$ cat src/dma_dir_irq_params.svh
/*
 Bit positions, reset values and sizes for the channel flag and direction
 logic. Assumes inclusion from the package and the design file.
*/
`ifndef DMA_DIR_IRQ_PARAMS_SVH
`define DMA_DIR_IRQ_PARAMS_SVH
`define FLAG_BIT      6
`define CNT_IE_BIT    5
`define DIR_BIT       4
`define MODE_W        8
`define FLAG_RST      1'b0
`define CNT_IE_RST    1'b0
`define DIR_RST       1'b0
`endif

$ cat src/dma_dir_irq_pkg.sv
/*
 Types for the channel flag and direction logic.
 Assumes the parameter header is on the include path.
*/
`include "dma_dir_irq_params.svh"
package dma_dir_irq_pkg;
   typedef enum logic [1:0] {
      DIR_SRC_TO_DEV = 2'b01,
      DIR_DEV_TO_DST = 2'b10
   } xfer_dir_t;
   typedef struct packed {
      logic count_end;
      logic src_ovf;
      logic dst_ovf;
   } irq_src_t;
endpackage

$ cat src/dma_channel_irq_and_direction.sv
/*
 Interrupt request flag and single-address direction control of one DMA
 channel mode register. Assumes software accesses arrive as one-cycle
 strobes from logic on clk_in, and event inputs are one-cycle pulses.
*/
// Operation
// (RULE1) Flag is bit 6, resets to 0; 1 means request pending, transfer ended.
// (RULE2) Transfer counter end request sets the flag.
// (RULE3) Source repeat area overflow sets the flag.
// (RULE4) Destination repeat area overflow sets the flag.
// (RULE5) Writing 1 to the transfer enable bit clears the flag.
// (RULE6) Writing 0 clears the flag only after it was read as 1.
// (RULE7) Count end enable bit 5, reset 0, gates counter end requests.
// (RULE8) Direction bit 4, reset 0: 0 source to device, 1 device to dest.
// (RULE9) Direction bit is ignored in dual address mode.
// (RULE10) Writing 1 to the flag leaves it unchanged.
// (RULE11) Interrupt request output is high while the flag is 1.
`timescale 1ns/1ps
`include "dma_dir_irq_params.svh"
module dma_channel_irq_and_direction
   import dma_dir_irq_pkg::*;
(
   // Clock and reset
   input  wire logic                clk_in,
   input  wire logic                srst_in,
   // Mode register access
   input  wire logic                mode_wr_in,
   input  wire logic [`MODE_W-1:0]  mode_wdata_in,
   input  wire logic                mode_rd_in,
   input  wire logic                enable_wr_in,
   input  wire logic                channel_transfer_enable_in,
   input  wire logic                single_addr_mode_in,
   // Events
   input  wire irq_src_t            events_in,
   // Status and control outputs
   output logic [`MODE_W-1:0]       mode_rdata_out,
   output logic                     irq_out,
   output xfer_dir_t                dir_out,
   output logic                     dir_valid_out
);
   logic                flag_q;
   logic                flag_d;
   logic                ceie_q;
   logic                ceie_d;
   logic                dir_sel_q;
   logic                dir_sel_d;
   logic                armed_q;
   logic                armed_d;
   logic                set_ev;
   logic                clr_en;
   logic                clr_wr;
   logic [`MODE_W-1:0]  rdata_d;
   xfer_dir_t           dir_d;

   // Maps the direction bit onto its one-hot direction code.
   function automatic xfer_dir_t dir_decode(input logic sel);
      return sel ? DIR_DEV_TO_DST : DIR_SRC_TO_DEV;
   endfunction

   // Places one control bit at its position in the read-back word.
   function automatic logic [`MODE_W-1:0] place_bit(input logic bit_val,
                                                   input int   pos);
      return `MODE_W'(bit_val) << pos;
   endfunction

   // Counter end only counts while its enable holds.
   assign set_ev = (events_in.count_end & ceie_q) // RULE2 RULE7
                 | events_in.src_ovf // RULE3
                 | events_in.dst_ovf; // RULE4
   assign clr_en = enable_wr_in & channel_transfer_enable_in; // RULE5
   // Reading a 0 does not arm the clear, so a stale read cannot lose an event.
   assign clr_wr = mode_wr_in & ~mode_wdata_in[`FLAG_BIT] & armed_q; // RULE6
   // Set wins over either clear, so an event in a clear cycle is never lost.
   assign flag_d = set_ev | (flag_q & ~clr_en & ~clr_wr); // RULE10
   // Any write disarms, and the arm is lost once the flag falls.
   assign armed_d = mode_wr_in ? 1'b0
                  : (mode_rd_in & flag_q) ? 1'b1 : armed_q & flag_q; // RULE6
   assign ceie_d = mode_wr_in ? mode_wdata_in[`CNT_IE_BIT] : ceie_q; // RULE7
   assign dir_sel_d = mode_wr_in ? mode_wdata_in[`DIR_BIT] // RULE8
                    : dir_sel_q;
   assign dir_d = dir_decode(dir_sel_d); // RULE8
   assign rdata_d = place_bit(flag_d, `FLAG_BIT)
                  | place_bit(ceie_d, `CNT_IE_BIT)
                  | place_bit(dir_sel_d, `DIR_BIT);

   always_ff @(posedge clk_in)
   begin
      if (srst_in)
      begin
         flag_q         <= `FLAG_RST; // RULE1
         ceie_q         <= `CNT_IE_RST; // RULE7
         dir_sel_q      <= `DIR_RST; // RULE8
         armed_q        <= 1'b0;
         irq_out        <= 1'b0;
         dir_out        <= DIR_SRC_TO_DEV;
         dir_valid_out  <= 1'b0;
         mode_rdata_out <= '0;
      end
      else
      begin
         flag_q         <= flag_d;
         ceie_q         <= ceie_d;
         dir_sel_q      <= dir_sel_d;
         armed_q        <= armed_d;
         irq_out        <= flag_d; // RULE11
         dir_out        <= dir_d; // RULE8
         // Direction is only meaningful while single address mode holds.
         dir_valid_out  <= single_addr_mode_in; // RULE9
         mode_rdata_out <= rdata_d;
      end
   end
endmodule // dma_channel_irq_and_direction

$ cat config.mk
export PLATFORM = sky130hd
export DESIGN_NAME = dma_channel_irq_and_direction
export DESIGN_NICKNAME = d
export VERILOG_FILES = /design/src/dma_dir_irq_pkg.sv /design/src/dma_channel_irq_and_direction.sv
export VERILOG_INCLUDE_DIRS = /design/src
export SDC_FILE = /design/constraint.sdc
export NUM_CORES = 1
export LEC_CHECK = 0
export ABC_AREA = 1
export BUFFER_PORTS_ARGS = -buffer_cell sky130_fd_sc_hd__buf_4
export CELL_PAD_IN_SITES_DETAIL_PLACEMENT = 0
export CELL_PAD_IN_SITES_GLOBAL_PLACEMENT = 1
export CORE_MARGIN = 5
export CORE_UTILIZATION = 19
export DETAILED_ROUTE_END_ITERATION = 16
export PLACE_DENSITY_LB_ADDON = 0.1
export SLEW_MARGIN = 30
export SYNTH_ARGS = -nofsm -noshare
export SYNTH_HDL_FRONTEND = slang
export SYNTH_SLANG_ARGS = --single-unit
$ cat constraint.sdc
create_clock -name clk_in -period 0.92 [get_ports clk_in]
set_input_delay 0.046 -clock clk_in [delete_from_list [all_inputs] [get_ports clk_in]]
set_output_delay 0.046 -clock clk_in [all_outputs]
set_load 0.02 [all_outputs]
; After elaboration in Yosys (flattened, before gate mapping)
; Cells that the tools add are included.
[totals]
reg_bits = 15
word_cells = 28
out_inout_bits = 12
input_bits = 18
[classes]
muxes = 4
reduce_logical = 1
n_bitwise = 16
[ops]
columns = op, count
row1 = $and 1x1->1, 8
row2 = $or 7x5->7, 1
row3 = $or 7x6->7, 1
row4 = $mux 1, 3
row5 = $not 1->1, 3
row6 = $or 1x1->1, 3
row7 = $mux 2, 1
row8 = $reduce_or 2->1, 1

; Logic depth before layout (Yosys ltp)
[logic_depth]
ltp_word = 8
depth_mapped = 4
ltp_nobuf = 4

; Least setup slack after synthesis
; OpenSTA, ideal clock, no wires.
[synth_path]
kind = register to register
start = register mode_rdata_out[6] (netlist name)
end = register mode_rdata_out[6]
t_arrival_ns = 0.757
synth_period_minus_slack_ns = 0.827
stages_incl_launch_ff = 5
path_buffers = 0
path_slack_ns = 0.093
path_cell_list = dfxtp_1 > inv_1 > a21oi_1 > nand2_1 > a21oi_1
[synth_rtl]
columns = item, line_no
row1 = "end signal, assigned", dma_channel_irq_and_direction.sv:109  ; mode_rdata_out <= rdata_d;
row2 = "end, declared", dma_channel_irq_and_direction.sv:36  ; output logic [`MODE_W-1:0] mode_rdata_out,

==> results.txt <==
Placeable core area: 1470 µm²
Final Hold Vio Count: 0
CP endpoint kind: output pin
Most common cell after layout, fill and taps aside: buf_4
Slowest CP cell: dfxtp_1
Synth Area in XOR/XNOR: 0
Die W: 49 µm
Synth warn: 0
Peak VDD IR: 0.400 mV
Bufs and invs on worst path: 1
Pwr dens: 1550 nW/µm²
Mapped Area: 289 µm²
Via density: 3.53
Largest family of logic cells by synthesized area: buffers and inverters
Pre-antenna DRT Iters: 2
Clk slew on worst S/H paths: 0.05 ns
Final Critical Period: 0.811 ns
Req. time, crit path: 0.87 ns
R2r setup slk: 0.17 ns
Initial antenna violation count: 0
# DRC: 0
Skew-Pair Late Insertion Delay: 0.24 ns
# fillers: 184
PortBufs: 19
FF-to-FF Start: mode_rdata_out[6]
Vias: 254
Setup TNS: 0 ns
WHS Path Cells: 2
P&R area growth vs syn: 49.4%
Hold_ws: 0.00939 ns
Total routed wirelength: 667 µm
Min-delay worst type: input pin to register
Count of different cell masters after synthesis: 12
Num CTS Buffers: 3
Most frequent cells in the layout: buf_4 (19), inv_1 (6), dfxtp_1 (6)
Final Cycle Share: 0.881
Hold Path Sink: mode_rdata_out[6]
DIE HEIGHT: 49 µm
Final Max Tran Viols: 0
Final setup violation count: 0
H-tree Lvls: 1
Worst setup path start: mode_rdata_out[6]
Total gr overflow: 0
Sink Count: 6
Crit Path Max Fanout: 4
CP Cell Sequence: buf_4
CTS tree: built
Setup ws final: 0.109 ns
Routed len/inst: 9.26 µm
RSZ-0062 raised after global routing: no
Final HPWL DP: 562 µm
Startpoint Class: register
GP Congestion: 0.609
Inserted Diodes: 0
Total GRT Usage: 0.0570
Clock buffer depth: 2
Cell depth of the worst setup path: 1
Clk Tree Root Cell: clkbuf_4
Data arrival, critical path: 0.76 ns
R2R Path End: mode_rdata_out[6]
Die area: 2400 µm²
Rows: 14
Status: finished clean
Largest net degree at the start of global routing: 6
Delay-heaviest family, CP: flip-flops
P_leak: 0.238 nW
Clock skew: 0.000326 ns
Simple-gate area share of the yosys netlist: 0.160
First DRT Iteration DRCs: 1
Sequential fraction of the synthesis area: 0.416
Fmax: 1230 MHz
Min-delay src: srst_in
Design area: 432 µm²
I/O pin count: 30
Antenna-violating nets left: 0
Max-cap violations: 0
Nets: 76
Worst setup path class: register to output pin
Vias in the first global route: 238
Mux contribution to synthesized area: 0
First-pass GRT wire length: 1.02 mm
Layout cells sized above 1: 0.429
Post-cts gate resize count: 0
DP Area: 399 µm²
Dpl ws: 0.176 ns
Post-Syn Instances: 38
Synth Area in Adders: 0
Worst r2r path cells: 4
Syn Area/Cell: 7.61 µm²
Initial Util: 0.196
Compound-Gate Fraction of Synth Area: 0.0996
CP max stage delay: 0.37 ns
Post-synthesis register bit count: 6
## area by class of cell
type                    count  area [µm²]  area share
clock buffers               3        22.5      0.0522
inverters                   6        22.5      0.0522
flip-flops and latches      6         120       0.278
well taps                  16        20.0      0.0464
multi-input cells          21        93.8       0.217
repair buffers             20         153       0.354
## through the flow
stage	total power, mW	utilization	std cells
after global placement	0.436	0.271	68
after CTS	0.689	0.293	72
after global routing	0.714	0.293	72
after detailed placement	0.437	0.271	68
after floorplan	0.389	-	42
final	0.670	0.293	72
## synthesized netlist by cell type
library cell  number  area, µm²
o21ai_0            1       5.00
nor2_1             3       11.3
o21ai_2            1       8.76
conb_1             1       3.75
nand3_1            1       5.00
a21oi_1            3       15.0
buf_4              9       67.6
inv_1              6       22.5
dfxtp_1            6        120
nor2_2             1       6.26
nor3_1             1       5.00
nand2_1            5       18.8
## layer usage
layer,vias up,global-route usage,routed length (µm)
met5,-,0,0
met1,100,0.0697,301
met2,16,0.0652,265
li1,138,-,-
met3,0,0.0336,101
met4,0,0.0538,0
## where the power goes
group	switching (mW)	internal, mW
registers	0.00934	0.276
clock network	0.0892	0.147
logic	0.0777	0.0706
## registers in the layout, indices dropped and copies added, names as in the netlist
name and count:
dir_valid_out 1, dir_out 1, armed_q 1, mode_rdata_out 3
## worst max-delay path by stage
stage,to,slack [ns]
final,irq_out,0.11
after global routing,irq_out,0.07
after CTS,irq_out,0.10
after detailed placement,mode_rdata_out[6],0.18
after global placement,mode_rdata_out[6],0.19
after floorplan,mode_rdata_out[6],0.09
## kinds of logic after synthesis
logic type / after synthesis
buf+inv: 15
flops: 6
other cells: 1
compound gates: 5
simple gates: 11
## timing repair
action / 4_1_cts / 5_1_grt
endpoints found under the setup margin: 0 / 0
buffers inserted: 0 / 0
hold buffers: 1 / 0
endpoints found under the hold margin: 1 / 0
Note: power is estimated with default switching activity, not from simulation.
